**config.mk**
```make
export PLATFORM = sky130hd
export DESIGN_NAME = epaper_waveform_generator
export DESIGN_NICKNAME = d
export VERILOG_FILES = /design/src/core/epd_wave_pkg.sv /design/src/core/epaper_waveform_generator.sv /design/src/core/tclk_divider.sv
export SDC_FILE = /design/constraint.sdc
export NUM_CORES = 2
export LEC_CHECK = 0
export ABC_AREA = 1
export BUFFER_PORTS_ARGS = -buffer_cell sky130_fd_sc_hd__buf_2
export CAP_MARGIN = 15
export CORE_MARGIN = 3
export CORE_UTILIZATION = 30
export CTS_BUF_LIST = sky130_fd_sc_hd__clkbuf_4
export CTS_CLUSTER_DIAMETER = 200
export CTS_CLUSTER_SIZE = 25
export DETAILED_ROUTE_END_ITERATION = 12
export PLACE_DENSITY_LB_ADDON = 0.3
export RECOVER_POWER = 25
export SETUP_SLACK_MARGIN = 0.4
export SYNTH_ARGS = -nofsm -noshare
export SYNTH_HDL_FRONTEND = slang
export SYNTH_SLANG_ARGS = --single-unit
```
**constraint.sdc**
```tcl
create_clock -name aclk -period 3.41 [get_ports aclk]
set_input_delay 0.341 -clock aclk [delete_from_list [all_inputs] [get_ports aclk]]
set_output_delay 0.341 -clock aclk [all_outputs]
set_load 0.01 [all_outputs]
```
**src/core/epd_wave_pkg.sv**
```systemverilog
package epd_wave_pkg;

    ////////////////////////////////////////////////////////////////////////
    // Register byte offsets
    localparam logic [7:0] TCLK_CTRL_OFS = 8'h00;
    localparam logic [7:0] PANEL_CTRL_OFS = 8'h04;
    localparam logic [7:0] IRQ_CTRL_OFS = 8'h08;
    localparam logic [7:0] SEG_LO_OFS = 8'h10;
    localparam logic [7:0] SEG_HI_OFS = 8'h14;
    localparam logic [7:0] PLANE_DATA_OFS = 8'h18;
    localparam logic [7:0] WAVE_BASE_OFS = 8'h80;

    ////////////////////////////////////////////////////////////////////////
    // Field positions
    localparam int SRC_LSB = 0;
    localparam int DIV_LSB = 4;
    localparam int GATE_BIT = 8;
    localparam int TRIG_BIT = 0;
    localparam int BUSY_BIT = 1;
    localparam int DIRECT_BIT = 4;
    localparam int DONE_BIT = 0;
    localparam int IRQEN_BIT = 8;
    localparam int BP_BIT = 0;
    localparam int TP_BIT = 1;
    localparam int SEGHZ_BIT = 2;
    localparam int TPHZ_BIT = 3;
    localparam int EOW_BIT = 15;
    localparam int HIZ_BIT = 13;
    localparam int TP_LVL_BIT = 12;
    localparam int BB_BIT = 11;
    localparam int BW_BIT = 10;
    localparam int WB_BIT = 9;
    localparam int WW_BIT = 8;
    localparam int INTV_LSB = 0;
    localparam int INTV_W = 8;

    ////////////////////////////////////////////////////////////////////////
    // Clock source codes
    localparam logic [1:0] SRC_FAST_B = 2'h0;
    localparam logic [1:0] SRC_SLOW = 2'h1;
    localparam logic [1:0] SRC_FAST_A = 2'h2;
    localparam logic [3:0] FAST_SHIFT = 4'h7;

    ////////////////////////////////////////////////////////////////////////
    // Reset values and sizes
    localparam logic [1:0] SRC_RST = 2'h0;
    localparam logic [2:0] DIV_RST = 3'h0;
    localparam logic GATE_RST = 1'b0;
    localparam logic DIRECT_RST = 1'b0;
    localparam logic [15:0] WAVE_RST = 16'h0000;
    localparam logic [15:0] STEP_MASK = 16'hbfff;
    localparam logic [4:0] LAST_STEP = 5'h1f;
    localparam int NUM_STEPS = 32;
    localparam int SEG_COUNT = 64;

    ////////////////////////////////////////////////////////////////////////
    // Bus responses and playback states
    localparam logic [1:0] RESP_OKAY = 2'h0;
    localparam logic [1:0] RESP_SLVERR = 2'h2;

    typedef enum logic [0:0] {
        ST_IDLE = 1'b0,
        ST_PLAY = 1'b1
    } play_state_type;

endpackage : epd_wave_pkg

```
**src/core/epaper_waveform_generator.sv**
```systemverilog
// The register offsets and the AXI4-Lite interface to the registers are this design's own decisions.
`timescale 1ns/100ps
module epaper_waveform_generator
    import epd_wave_pkg::*;
(
    // Clock and reset
    input wire logic aclk,
    input wire logic aresetn,
    // AXI4-Lite write address
    input wire logic [7:0] awaddr,
    input wire logic awvalid,
    output logic awready,
    // AXI4-Lite write data
    input wire logic [31:0] wdata,
    input wire logic [3:0] wstrb,
    input wire logic wvalid,
    output logic wready,
    // AXI4-Lite write response
    output logic [1:0] bresp,
    output logic bvalid,
    input wire logic bready,
    // AXI4-Lite read address
    input wire logic [7:0] araddr,
    input wire logic arvalid,
    output logic arready,
    // AXI4-Lite read data
    output logic [31:0] rdata,
    output logic [1:0] rresp,
    output logic rvalid,
    input wire logic rready,
    // Oscillator levels
    input wire logic fast_osc_a,
    input wire logic fast_osc_b,
    input wire logic slow_osc,
    // Panel electrodes, high level means drive voltage
    output logic [SEG_COUNT-1:0] seg_out,
    output logic [SEG_COUNT-1:0] seg_oe,
    output logic [1:0] bp_out,
    output logic [1:0] bp_oe,
    output logic [1:0] tp_out,
    output logic [1:0] tp_oe,
    // System status
    output logic update_busy,
    output logic update_done_irq,
    output logic update_trigger_out,
    output logic divided_timing_clock
);
    ////////////////////////////////////////////////////////////////////////
    // Declarations
    logic aw_full_q;
    logic w_full_q;
    logic [7:0] aw_addr_q;
    logic [31:0] w_data_q;
    logic [3:0] w_strb_q;
    logic bvalid_q;
    logic [1:0] bresp_q;
    logic rvalid_q;
    logic [1:0] rresp_q;
    logic [31:0] rdata_q;
    logic wr_fire;
    logic wr_hit;
    logic [31:0] wmask;
    logic [31:0] rd_word;
    logic rd_ok;
    logic [1:0] tclk_src_q;
    logic [2:0] tclk_div_q;
    logic tclk_gate_q;
    logic direct_q;
    logic done_flag_q;
    logic irq_en_q;
    logic [SEG_COUNT-1:0] seg_data_q;
    logic bp_data_q;
    logic tp_data_q;
    logic seg_hz_q;
    logic tp_hz_q;
    logic [15:0] wave_q [NUM_STEPS];
    play_state_type state_q;
    logic [4:0] step_idx_q;
    logic [7:0] intv_cnt_q;
    logic [SEG_COUNT:0] new_q;
    logic [SEG_COUNT:0] prev_q;
    logic [SEG_COUNT:0] wave_lvl;
    logic [15:0] cur_step;
    logic tick;
    logic busy;
    logic wr_tclk;
    logic wr_panel;
    logic wr_irq;
    logic trig_wr;
    logic trig_ok;
    logic start_wave;
    logic last_step;
    logic step_end;
    logic finish;
    logic trig_out_q;
    logic [31:0] wave_wr_word;

    function automatic logic [31:0] merge_word(input logic [31:0] old,
                                               input logic [31:0] val,
                                               input logic [31:0] mask);
        return (old & ~mask) | (val & mask);
    endfunction : merge_word

    ////////////////////////////////////////////////////////////////////////
    // AXI4-Lite write channels; address and data may arrive in either order
    assign awready = ~aw_full_q;
    assign wready = ~w_full_q;
    assign wr_fire = aw_full_q & w_full_q & ~bvalid_q;
    assign wmask = {{8{w_strb_q[3]}}, {8{w_strb_q[2]}}, {8{w_strb_q[1]}}, {8{w_strb_q[0]}}};

    always_ff @(posedge aclk) begin
        if (!aresetn) begin
            aw_full_q <= 1'b0;
            w_full_q <= 1'b0;
            aw_addr_q <= 8'h00;
            w_data_q <= 32'h0;
            w_strb_q <= 4'h0;
        end else begin
            if (awvalid && awready) begin
                aw_full_q <= 1'b1;
                aw_addr_q <= awaddr;
            end
            if (wvalid && wready) begin
                w_full_q <= 1'b1;
                w_data_q <= wdata;
                w_strb_q <= wstrb;
            end
            if (wr_fire) begin
                aw_full_q <= 1'b0;
                w_full_q <= 1'b0;
            end
        end
    end

    // Write decode; unmapped addresses answer with a slave error
    always_comb begin
        wr_hit = 1'b1;
        if (aw_addr_q[7]) begin
            wr_hit = 1'b1;
        end else if (aw_addr_q[7:2] == TCLK_CTRL_OFS[7:2]) begin
            wr_hit = 1'b1;
        end else if (aw_addr_q[7:2] == PANEL_CTRL_OFS[7:2]) begin
            wr_hit = 1'b1;
        end else if (aw_addr_q[7:2] == IRQ_CTRL_OFS[7:2]) begin
            wr_hit = 1'b1;
        end else if (aw_addr_q[7:2] == SEG_LO_OFS[7:2]) begin
            wr_hit = 1'b1;
        end else if (aw_addr_q[7:2] == SEG_HI_OFS[7:2]) begin
            wr_hit = 1'b1;
        end else if (aw_addr_q[7:2] == PLANE_DATA_OFS[7:2]) begin
            wr_hit = 1'b1;
        end else begin
            wr_hit = 1'b0;
        end
    end

    always_ff @(posedge aclk) begin
        if (!aresetn) begin
            bvalid_q <= 1'b0;
            bresp_q <= RESP_OKAY;
        end else if (wr_fire) begin
            bvalid_q <= 1'b1;
            bresp_q <= wr_hit ? RESP_OKAY : RESP_SLVERR;
        end else if (bready) begin
            bvalid_q <= 1'b0;
        end
    end

    assign bvalid = bvalid_q;
    assign bresp = bresp_q;

    assign wr_tclk = wr_fire && (aw_addr_q[7:2] == TCLK_CTRL_OFS[7:2]);
    assign wr_panel = wr_fire && (aw_addr_q[7:2] == PANEL_CTRL_OFS[7:2]);
    assign wr_irq = wr_fire && (aw_addr_q[7:2] == IRQ_CTRL_OFS[7:2]);

    ////////////////////////////////////////////////////////////////////////
    // Timing clock control
    always_ff @(posedge aclk) begin
        if (!aresetn) begin
            tclk_src_q <= SRC_RST;
            tclk_div_q <= DIV_RST;
            tclk_gate_q <= GATE_RST;
        end else if (wr_tclk) begin
            if (w_strb_q[0]) begin
                tclk_src_q <= w_data_q[SRC_LSB +: 2];
                tclk_div_q <= w_data_q[DIV_LSB +: 3];
            end
            if (w_strb_q[1]) begin
                tclk_gate_q <= w_data_q[GATE_BIT];
            end
        end
    end

    tclk_divider u_tclk_divider (
        .aclk(aclk),
        .aresetn(aresetn),
        .fast_osc_a(fast_osc_a),
        .fast_osc_b(fast_osc_b),
        .slow_osc(slow_osc),
        .source_sel(tclk_src_q),
        .divide_sel(tclk_div_q),
        .gate_on(tclk_gate_q),
        .tick(tick)
    );

    assign divided_timing_clock = tick;

    ////////////////////////////////////////////////////////////////////////
    // Mode, trigger and done flag
    assign trig_wr = wr_panel && w_strb_q[0] && w_data_q[TRIG_BIT];
    assign trig_ok = trig_wr && !busy;
    assign start_wave = trig_ok && !direct_q;

    always_ff @(posedge aclk) begin
        if (!aresetn) begin
            direct_q <= DIRECT_RST;
        end else if (wr_panel && w_strb_q[0]) begin
            direct_q <= w_data_q[DIRECT_BIT];
        end
    end

    // Set beats a simultaneous write-one-to-clear so no end event is lost
    always_ff @(posedge aclk) begin
        if (!aresetn) begin
            done_flag_q <= 1'b0;
            irq_en_q <= 1'b0;
        end else begin
            if (finish) begin
                done_flag_q <= 1'b1;
            end else if (wr_irq && w_strb_q[0] && w_data_q[DONE_BIT]) begin
                done_flag_q <= 1'b0;
            end
            if (wr_irq && w_strb_q[1]) begin
                irq_en_q <= w_data_q[IRQEN_BIT];
            end
        end
    end

    assign update_done_irq = done_flag_q & irq_en_q;

    always_ff @(posedge aclk) begin
        if (!aresetn) begin
            trig_out_q <= 1'b0;
        end else begin
            trig_out_q <= trig_ok;
        end
    end

    assign update_trigger_out = trig_out_q;

    ////////////////////////////////////////////////////////////////////////
    // Display data and waveform store
    always_ff @(posedge aclk) begin
        if (!aresetn) begin
            seg_data_q <= '0;
            bp_data_q <= 1'b0;
            tp_data_q <= 1'b0;
            seg_hz_q <= 1'b0;
            tp_hz_q <= 1'b0;
        end else if (wr_fire) begin
            if (aw_addr_q[7:2] == SEG_LO_OFS[7:2]) begin
                seg_data_q[31:0] <= merge_word(seg_data_q[31:0], w_data_q, wmask);
            end
            if (aw_addr_q[7:2] == SEG_HI_OFS[7:2]) begin
                seg_data_q[63:32] <= merge_word(seg_data_q[63:32], w_data_q, wmask);
            end
            if ((aw_addr_q[7:2] == PLANE_DATA_OFS[7:2]) && w_strb_q[0]) begin
                bp_data_q <= w_data_q[BP_BIT];
                tp_data_q <= w_data_q[TP_BIT];
                seg_hz_q <= w_data_q[SEGHZ_BIT];
                tp_hz_q <= w_data_q[TPHZ_BIT];
            end
        end
    end

    // Byte-merged image of the addressed timing set; only the low half is kept
    assign wave_wr_word = merge_word({16'h0, wave_q[aw_addr_q[6:2]]}, w_data_q, wmask);

    // One register per timing set; the reserved bit 14 is not stored
    always_ff @(posedge aclk) begin
        if (!aresetn) begin
            for (int i = 0; i < NUM_STEPS; i++) begin
                wave_q[i] <= WAVE_RST;
            end
        end else if (wr_fire && aw_addr_q[7]) begin
            wave_q[aw_addr_q[6:2]] <= wave_wr_word[15:0] & STEP_MASK;
        end
    end

    ////////////////////////////////////////////////////////////////////////
    // AXI4-Lite read path, answered one cycle after the address is taken
    always_comb begin
        rd_word = 32'h0;
        rd_ok = 1'b1;
        if (araddr[7]) begin
            rd_word[15:0] = wave_q[araddr[6:2]];
        end else if (araddr[7:2] == TCLK_CTRL_OFS[7:2]) begin
            rd_word[SRC_LSB +: 2] = tclk_src_q;
            rd_word[DIV_LSB +: 3] = tclk_div_q;
            rd_word[GATE_BIT] = tclk_gate_q;
        end else if (araddr[7:2] == PANEL_CTRL_OFS[7:2]) begin
            rd_word[BUSY_BIT] = busy;
            rd_word[DIRECT_BIT] = direct_q;
        end else if (araddr[7:2] == IRQ_CTRL_OFS[7:2]) begin
            rd_word[DONE_BIT] = done_flag_q;
            rd_word[IRQEN_BIT] = irq_en_q;
        end else if (araddr[7:2] == SEG_LO_OFS[7:2]) begin
            rd_word = seg_data_q[31:0];
        end else if (araddr[7:2] == SEG_HI_OFS[7:2]) begin
            rd_word = seg_data_q[63:32];
        end else if (araddr[7:2] == PLANE_DATA_OFS[7:2]) begin
            rd_word[BP_BIT] = bp_data_q;
            rd_word[TP_BIT] = tp_data_q;
            rd_word[SEGHZ_BIT] = seg_hz_q;
            rd_word[TPHZ_BIT] = tp_hz_q;
        end else begin
            rd_ok = 1'b0;
        end
    end

    assign arready = ~rvalid_q;

    always_ff @(posedge aclk) begin
        if (!aresetn) begin
            rvalid_q <= 1'b0;
            rdata_q <= 32'h0;
            rresp_q <= RESP_OKAY;
        end else if (arvalid && arready) begin
            rvalid_q <= 1'b1;
            rdata_q <= rd_word;
            rresp_q <= rd_ok ? RESP_OKAY : RESP_SLVERR;
        end else if (rready) begin
            rvalid_q <= 1'b0;
        end
    end

    assign rvalid = rvalid_q;
    assign rdata = rdata_q;
    assign rresp = rresp_q;

    ////////////////////////////////////////////////////////////////////////
    // Playback sequencer; it stalls if software gates the clock mid-wave
    assign busy = (state_q == ST_PLAY);
    assign update_busy = busy;
    assign cur_step = wave_q[step_idx_q];
    assign last_step = cur_step[EOW_BIT] || (step_idx_q == LAST_STEP);
    assign step_end = busy && tick && (intv_cnt_q == 8'h00);
    assign finish = step_end && last_step;

    always_ff @(posedge aclk) begin
        if (!aresetn) begin
            state_q <= ST_IDLE;
        end else begin
            case (state_q)
                ST_IDLE: begin
                    if (start_wave) begin
                        state_q <= ST_PLAY;
                    end
                end
                ST_PLAY: begin
                    if (finish) begin
                        state_q <= ST_IDLE;
                    end
                end
                default: begin
                    state_q <= ST_IDLE;
                end
            endcase
        end
    end

    // Interval counter reloads at each set boundary
    always_ff @(posedge aclk) begin
        if (!aresetn) begin
            step_idx_q <= 5'h00;
            intv_cnt_q <= 8'h00;
        end else if (start_wave) begin
            step_idx_q <= 5'h00;
            intv_cnt_q <= wave_q[0][INTV_LSB +: INTV_W];
        end else if (step_end) begin
            if (!last_step) begin
                step_idx_q <= step_idx_q + 5'h01;
                intv_cnt_q <= wave_q[step_idx_q + 5'h01][INTV_LSB +: INTV_W];
            end
        end else if (busy && tick) begin
            intv_cnt_q <= intv_cnt_q - 8'h01;
        end
    end

    // New data is frozen for the whole wave; previous data starts at zero
    always_ff @(posedge aclk) begin
        if (!aresetn) begin
            new_q <= '0;
            prev_q <= '0;
        end else begin
            if (start_wave) begin
                new_q <= {bp_data_q, seg_data_q};
            end
            if (finish) begin
                prev_q <= new_q;
            end
        end
    end

    // Per-electrode transition class: index 64 is the back plane
    for (genvar i = 0; i <= SEG_COUNT; i++) begin : g_lvl
        always_comb begin
            case ({prev_q[i], new_q[i]})
                2'b11: wave_lvl[i] = cur_step[BB_BIT];
                2'b10: wave_lvl[i] = cur_step[BW_BIT];
                2'b01: wave_lvl[i] = cur_step[WB_BIT];
                default: wave_lvl[i] = cur_step[WW_BIT];
            endcase
        end
    end

    ////////////////////////////////////////////////////////////////////////
    // Pin drivers, registered to keep the electrodes glitch free
    always_ff @(posedge aclk) begin
        if (!aresetn) begin
            seg_out <= '0;
            seg_oe <= '0;
            bp_out <= 2'h0;
            bp_oe <= 2'h0;
            tp_out <= 2'h0;
            tp_oe <= 2'h0;
        end else if (busy) begin
            seg_out <= wave_lvl[SEG_COUNT-1:0];
            seg_oe <= {SEG_COUNT{~cur_step[HIZ_BIT]}};
            bp_out <= {2{wave_lvl[SEG_COUNT]}};
            bp_oe <= {2{~cur_step[HIZ_BIT]}};
            tp_out <= {2{cur_step[TP_LVL_BIT]}};
            tp_oe <= 2'h3;
        end else if (trig_ok && direct_q) begin
            seg_out <= seg_data_q;
            seg_oe <= {SEG_COUNT{~seg_hz_q}};
            bp_out <= {2{bp_data_q}};
            bp_oe <= {2{~seg_hz_q}};
            tp_out <= {2{tp_data_q}};
            tp_oe <= {2{~tp_hz_q}};
        end else if (!direct_q) begin
            seg_oe <= '0;
            bp_oe <= 2'h0;
            tp_oe <= 2'h0;
        end
    end

endmodule : epaper_waveform_generator

```
**src/core/tclk_divider.sv**
```systemverilog
`timescale 1ns/100ps
module tclk_divider
    import epd_wave_pkg::*;
(
    // Clock and reset
    input wire logic aclk,
    input wire logic aresetn,
    // Oscillator levels
    input wire logic fast_osc_a,
    input wire logic fast_osc_b,
    input wire logic slow_osc,
    // Settings
    input wire logic [1:0] source_sel,
    input wire logic [2:0] divide_sel,
    input wire logic gate_on,
    // One-cycle pulse per divided period
    output logic tick
);
    logic osc_lvl;
    logic osc_prev_q;
    logic osc_rise;
    logic [13:0] div_cnt_q;
    logic [13:0] div_last;
    logic tick_q;

    // Source selector; the reserved code yields no clock at all
    always_comb begin
        if (source_sel == SRC_FAST_B) begin
            osc_lvl = fast_osc_b;
        end else if (source_sel == SRC_SLOW) begin
            osc_lvl = slow_osc;
        end else if (source_sel == SRC_FAST_A) begin
            osc_lvl = fast_osc_a;
        end else begin
            osc_lvl = 1'b0;
        end
    end

    // Edge detect; oscillators must stay below half the bus clock
    always_ff @(posedge aclk) begin
        if (!aresetn) begin
            osc_prev_q <= 1'b0;
        end else begin
            osc_prev_q <= osc_lvl;
        end
    end

    assign osc_rise = osc_lvl & ~osc_prev_q;

    // Terminal count: 2^n for slow, 128 * 2^n for fast sources
    always_comb begin
        if (source_sel == SRC_SLOW) begin
            div_last = (14'h1 << divide_sel) - 14'h1;
        end else begin
            div_last = (14'h1 << (divide_sel + FAST_SHIFT)) - 14'h1;
        end
    end

    // Divider and gate; gate off also restarts the count cleanly
    always_ff @(posedge aclk) begin
        if (!aresetn || !gate_on) begin
            div_cnt_q <= 14'h0;
            tick_q <= 1'b0;
        end else begin
            tick_q <= 1'b0;
            if (osc_rise) begin
                if (div_cnt_q >= div_last) begin
                    div_cnt_q <= 14'h0;
                    tick_q <= 1'b1;
                end else begin
                    div_cnt_q <= div_cnt_q + 14'h1;
                end
            end
        end
    end

    assign tick = tick_q;

endmodule : tclk_divider

```
Word level (Yosys, flattened, before mapping) --
Memories as Yosys holds them, arrays and structs flattened. A register that Yosys moved wholly into a read port is not among the register bits. Cells that the tools add are included.
Storage, ports and cells: input port bits 62, memories 1, register bits 458, RAM bits 480
Memories:
- wave_q | words 32, bits a word 15, read ports 5, clocked after Yosys merged registers in 2, write ports 32, RTL line epaper_waveform_generator.sv:76 | logic [15:0] wave_q [NUM_STEPS];
Operators by class: reduce and logical (&&, ||, !) cells 45, shift-type cells 2, bitwise gates (word level) 24, equal/unequal tests 210, add/subtract/negate cells 6, multiplexer cells 150, order comparisons 1
Operators with widths (number):
- 2-to-1 mux 64 bit | 5
- == test 2 bit, second input constant | 131
- case mux 1 bit (3 select lines) | 65
- 2-to-1 mux 32 bit | 5
- == test 2 x 1 -> 1 bit, second input constant | 66
- AND 32 bit | 3
- OR 32 bit | 2
- 2-to-1 mux 23 bit | 2
- 2-to-1 mux 1 bit | 38
- == test 6 x 3 -> 1 bit, second input constant | 6
- 2-to-1 mux 16 bit | 2
- 2-to-1 mux 8 bit | 4
- NOT 32 bit | 1
- 2-to-1 mux 14 bit | 2
- 2-to-1 mux 2 bit | 14
- 2-to-1 mux 28 bit | 1
- subtractor 14 x 1 -> 14 bit, second input constant | 2
- 2-to-1 mux 27 bit | 1
- 2-to-1 mux 5 bit | 5
- logical AND 1 bit | 19
- AND 16 bit | 1
- OR 16 bit | 1
- 2-to-1 mux 15 bit | 1
- OR reduction 15 bit | 1
- other kinds (27) | 60

Depth between registers and ports, before layout --
word-level depth 12, depth in mapped cells 20, depth with buffers taken out 20

Modules after synthesis --
Synthesis repeated with hierarchy kept, for this count alone.
Second synthesis, totals: cell total of the unflattened synthesis 6777, area, all modules 50418.4 sq um
By module, submodules not included:
- epaper_waveform_generator | cells each 6529, sequential area each 22021.1 sq um, instances 1, area an instance 48910.7 sq um
- tclk_divider | cells each 248, sequential area each 320.3 sq um, instances 1, area an instance 1507.7 sq um

Worst setup path after synthesis --
OpenSTA, ideal clock, no wires.
path kind register -> register, start register tclk_div_q[0], end register u_tclk_divider.div_cnt_q[10], arrival 2.973 ns, cell stages (with the launch flop) 20, period minus slack after synthesis 3.059 ns, path slack 0.351 ns, buffers on the path 0, path through dfxtp_1 -> inv_1 -> ha_1 -> inv_1 -> o21ai_0 -> inv_1 -> nor2_1 -> nand2_1 -> ha_1 -> o21a_1 -> nand2_1 -> xor2_1 -> ha_1 -> nand2_1 -> nor2_1 -> a21oi_1 -> nand3_1 -> nand2_1 -> nand2_1 -> a211oi_1
Between the ends: cells in the longest elaborated chain, start to end 6, elaborated cells between the ends (all ways) 8, those cells by class add/sub (3); order compare (1); shift (2); mux (2)
RTL lines:
- start, declared | RTL line epaper_waveform_generator.sv:66 | logic [2:0] tclk_div_q;
- start signal, assigned | RTL line epaper_waveform_generator.sv:186 | tclk_div_q <= w_data_q[DIV_LSB +: 3];
- adder 3 x 3 -> 4 bit | RTL line tclk_divider.sv:55 | div_last = (14'h1 << (divide_sel + FAST_SHIFT)) - 14'h1;
- left shift 1 x 4 -> 14 bit | RTL line tclk_divider.sv:55
- subtractor 14 x 1 -> 14 bit | RTL line tclk_divider.sv:55
- 2-to-1 mux 14 bit * | RTL line tclk_divider.sv:52 | if (source_sel == SRC_SLOW) begin
- greater-or-equal comparator 14 bit * | RTL line tclk_divider.sv:67 | if (div_cnt_q >= div_last) begin
- 2-to-1 mux 14 bit * | RTL line tclk_divider.sv:67
- end signal, assigned | RTL line tclk_divider.sv:71 | div_cnt_q <= div_cnt_q + 14'h1;
- end, declared | RTL line tclk_divider.sv:22 | logic [13:0] div_cnt_q;
Mark *: on every way between the ends. The rest lies on a longest branch, timed or not. A chain may end at the register's enable or synchronous reset.

Worst setup path after layout --
start register aw_addr_q[2], end register seg_out[31]
Between the ends: cells in the longest elaborated chain, start to end 7
RTL lines:
- start, declared | RTL line epaper_waveform_generator.sv:52 | logic [7:0] aw_addr_q;
- start signal, assigned | RTL line epaper_waveform_generator.sv:121 | aw_addr_q <= awaddr;
- == test 6 x 1 -> 1 bit | RTL line epaper_waveform_generator.sv:173 | assign wr_panel = wr_fire && (aw_addr_q[7:2] == PANEL_CTRL_OFS[7:2]);
- logical AND 1 bit | RTL line epaper_waveform_generator.sv:173
- logical AND 1 bit (2 in a row) | RTL line epaper_waveform_generator.sv:210 | assign trig_wr = wr_panel && w_strb_q[0] && w_data_q[TRIG_BIT];
- logical AND 1 bit | RTL line epaper_waveform_generator.sv:211 | assign trig_ok = trig_wr && !busy;
- logical AND 1 bit | RTL line epaper_waveform_generator.sv:434 | end else if (trig_ok && direct_q) begin
- nonzero test 2 bit (no source line)
- end signal, assigned | RTL line epaper_waveform_generator.sv:428 | seg_out <= wave_lvl[SEG_COUNT-1:0];
- end signal, assigned | RTL line epaper_waveform_generator.sv:435 | seg_out <= seg_data_q;
- end, declared | RTL line epaper_waveform_generator.sv:36 | output logic [SEG_COUNT-1:0] seg_out,
Every way passes these cells.

==> run metrics <==
worst-margin pin slew between 1 and 1.5 ns; number of global-route vias before repair about 46k; final core utilization 0.331; P_leak 20.0 nW; final period utilization 0.894; Synth area leaders edfxtp_1, dfxtp_1, a21oi_1, o21ai_0, nand2_1; final wirelength between 200 and 250 mm; 1st-iter DRT viols 7,322; CTS tree yes; Max Freq 328 MHz; Setup Total Neg Slack 0 ns; Worst-Skew Late Latency approximately 1.1 ns; status completed; initial antenna violation count 10; H-tree Lvls 2; Clk pin slew, worst setup/hold paths around 0.25 ns; top cell type's share of synthesized area 0.287; simple-gate share of the synthesized area 0.197; Placer Congestion ~0.96; GRT Util Overall 0.239; mux share of post-synthesis cell area 0; CP top delay family simple AND/OR/NAND/NOR gates; Tmin final roughly 3 ns; DP Wirelength 144 mm; Die ar. 172,000 sq um; via/cell ratio 5.73; First-pass DRT Iterations 9; RSZ-0062 raised after global routing no; Hold Crit Class input pin to flop; critical path launch point type flop; synth-to-layout area growth 9.09%; Synth async-reset ratio 0; Worst slew margin 0.235; sequential area share after synthesis 0.445; Synth cell types 55; core area about 170,000 sq um; EDFF count, synth 480; Buf+Inv Stages, Crit Path 1; CTS max path bufs 3; area post-placement around 54,000 sq um; Final Setup Violations 0; average routed wire per standard cell 24.6 microns; Die H a little over 400 microns; Max stage delay on crit path 0.61 ns; Critical Path AT 4.01 ns; Initial Util 0.303; Max Clock Skew 0.119 ns; Max Cap Viol 0; Synth Area in XOR/XNOR 0.00311; adder-cell share of the synthesized area 0.00498; Setup crit end kind flop; fillers 17.4k; Fin. Hold Viols 0; drc violations 0; Final nets 6,725; Yosys top cell by area edfxtp_1; main flop type after synthesis edfxtp_1; crit path max fanout 28; Data required, critical path 4.37 ns; most frequent cells in the layout a21oi_1, nand2_1, o21ai_0; Root Buffer clkbuf_4; std cell rows about 150; synth warn 0; Port Buffers about 240; Post-Syn Instances 6,645; Crit Path Class flop to flop; largest family of logic cells by synthesized area compound AO/OA/AOI/OAI gates; dpl ws 0.108 ns; global-route wire length before repair 313 mm; share of post-route cells with drive strength above 1 0.0755; compound-cell area share of the yosys netlist 0.245; boundary pin count 243; number of synthesized register bits 876; Die Wd 415 microns; power density cells 357 nW/um^2; Syn Std Cell Area 50,300 sq um; PnR worst setup slack 0.360 ns; DR vias 50.7k; fin. max-slew vios 0; clk sinks 876; CTS Buf Count 41; Post-Syn Area per Cell 7.56 sq um; ANT nets after route 0; Slowest cell on crit path dfxtp_1; Peak VDD IR approximately 0.00022 V; post-route cell area 54,800 sq um; gr ovfl total 0; most common cell after layout, fill and taps aside a21oi_1; critical-path cell list nand2_2 -> nor2_2 -> nand2_1 -> nor2_4 -> nand3_4 -> nor2_1 -> inv_1 -> o221ai_1 -> a21oi_1; largest net degree at the start of global routing 135
through the flow:
step                total power, W  instances  hold WS [ns]
CTS                         0.0195       8851       0.00163
global route                0.0201       8859        0.0429
finish                      0.0195       8861         0.104
global placement            0.0152       8710         0.451
floorplan                   0.0137       6646         0.441
detailed placement          0.0152       8710         0.456
layer usage:
| metal | part of all wire | global-route usage |
|---|---|---|
| met4 | 0.058 | 0.119 |
| met3 | 0.10 | 0.0432 |
| met2 | 0.44 | 0.372 |
| met1 | 0.40 | 0.317 |
| met5 | 0.00026 | 0 |
final cells by class:
class	instances	area, sq um	share of cell area
Antenna cell	7	17.5	0.000320
Clock inverter	3	37.5	0.000685
Inverter	521	1980	0.0361
Timing Repair Buffer	582	4420	0.0807
Clock buffer	62	465	0.00849
Sequential cell	876	22400	0.408
Tap cell	2189	2740	0.0500
Multi-Input combinational cell	4621	22800	0.416
repair_timing:
item                       CTS  global route
buffers inserted             1             2
resized for setup            8            28
gates cloned                 0             1
setup endpoints to repair   15           112
pin swaps                    1             7
hold buffers                75             0
hold endpoints to repair   280             0
final timing paths:
check	startpoint	to	slack, ns	cells past startpoint
setup / recovery	aw_addr_q[2]	seg_out[31]	0.36	9
hold / removal	wdata[23]	w_data_q[23]	0.10	4
setup reg to reg	aw_addr_q[2]	seg_out[31]	0.36	9
hold reg to reg	w_data_q[3]	flop	0.49	2
logic make-up (layout without fill, tap and decap cells):
family,count (synthesis),after routing
simple gates,2328,2328
buf+inv,1149,1168
compound gates,2254,2254
flops,876,876
other cells,1,9
fa+ha+maj,20,20
xor+xnor,17,17
flip-flops by register name (all words and copies together) (netlist names), 2 cells and up, named ones only:
signal                    cells
aw_addr_q                     6
intv_cnt_q                    8
new_q                        65
prev_q                       65
rdata                        32
seg_out                      64
step_idx_q                    5
tclk_div_q                    3
tclk_src_q                    2
u_tclk_divider.div_cnt_q     14
w_data_q                     32
w_strb_q                      4
wave_q                      480
cells in the mapped netlist (3+ instances only):
cell	count
o21ai_1	92
o211ai_1	174
inv_2	21
a221oi_1	13
nor2_1	764
edfxtp_1	480
buf_4	90
xnor2_1	3
a21oi_1	932
nor2_2	17
clkbuf_1	287
nand2_1	864
buf_2	175
nand3_1	570
nand3b_1	57
a21oi_2	13
o221ai_1	44
buf_6	55
o21a_1	3
nor3_1	17
clkinv_1	6
o2111ai_1	15
xor2_1	13
nand2_2	4
ha_1	20
nand4_1	19
a211oi_1	12
nand3_2	6
buf_1	20
o22ai_1	51
a22oi_1	50
o21ai_0	839
dfxtp_1	396
inv_1	494
worst min-delay path: stages:
cell and delay (ns):
dlygate4sd3_1 0.52, buf_2 0.10, nor2_1 0.07, nor2_1 0.10
where the power goes:
| group | internal (W) | switching [W] | total [W] | leakage, nW |
|---|---|---|---|---|
| combinational | 0.000993 | 0.00260 | 0.00359 | 11.5 |
| clock | 0.000829 | 0.00352 | 0.00435 | 0.305 |
| sequential | 0.0114 | 0.000231 | 0.0116 | 8.16 |
| total | 0.0132 | 0.00635 | 0.0195 | 20.0 |
No activity file was read; power rests on OpenSTA's default activity.
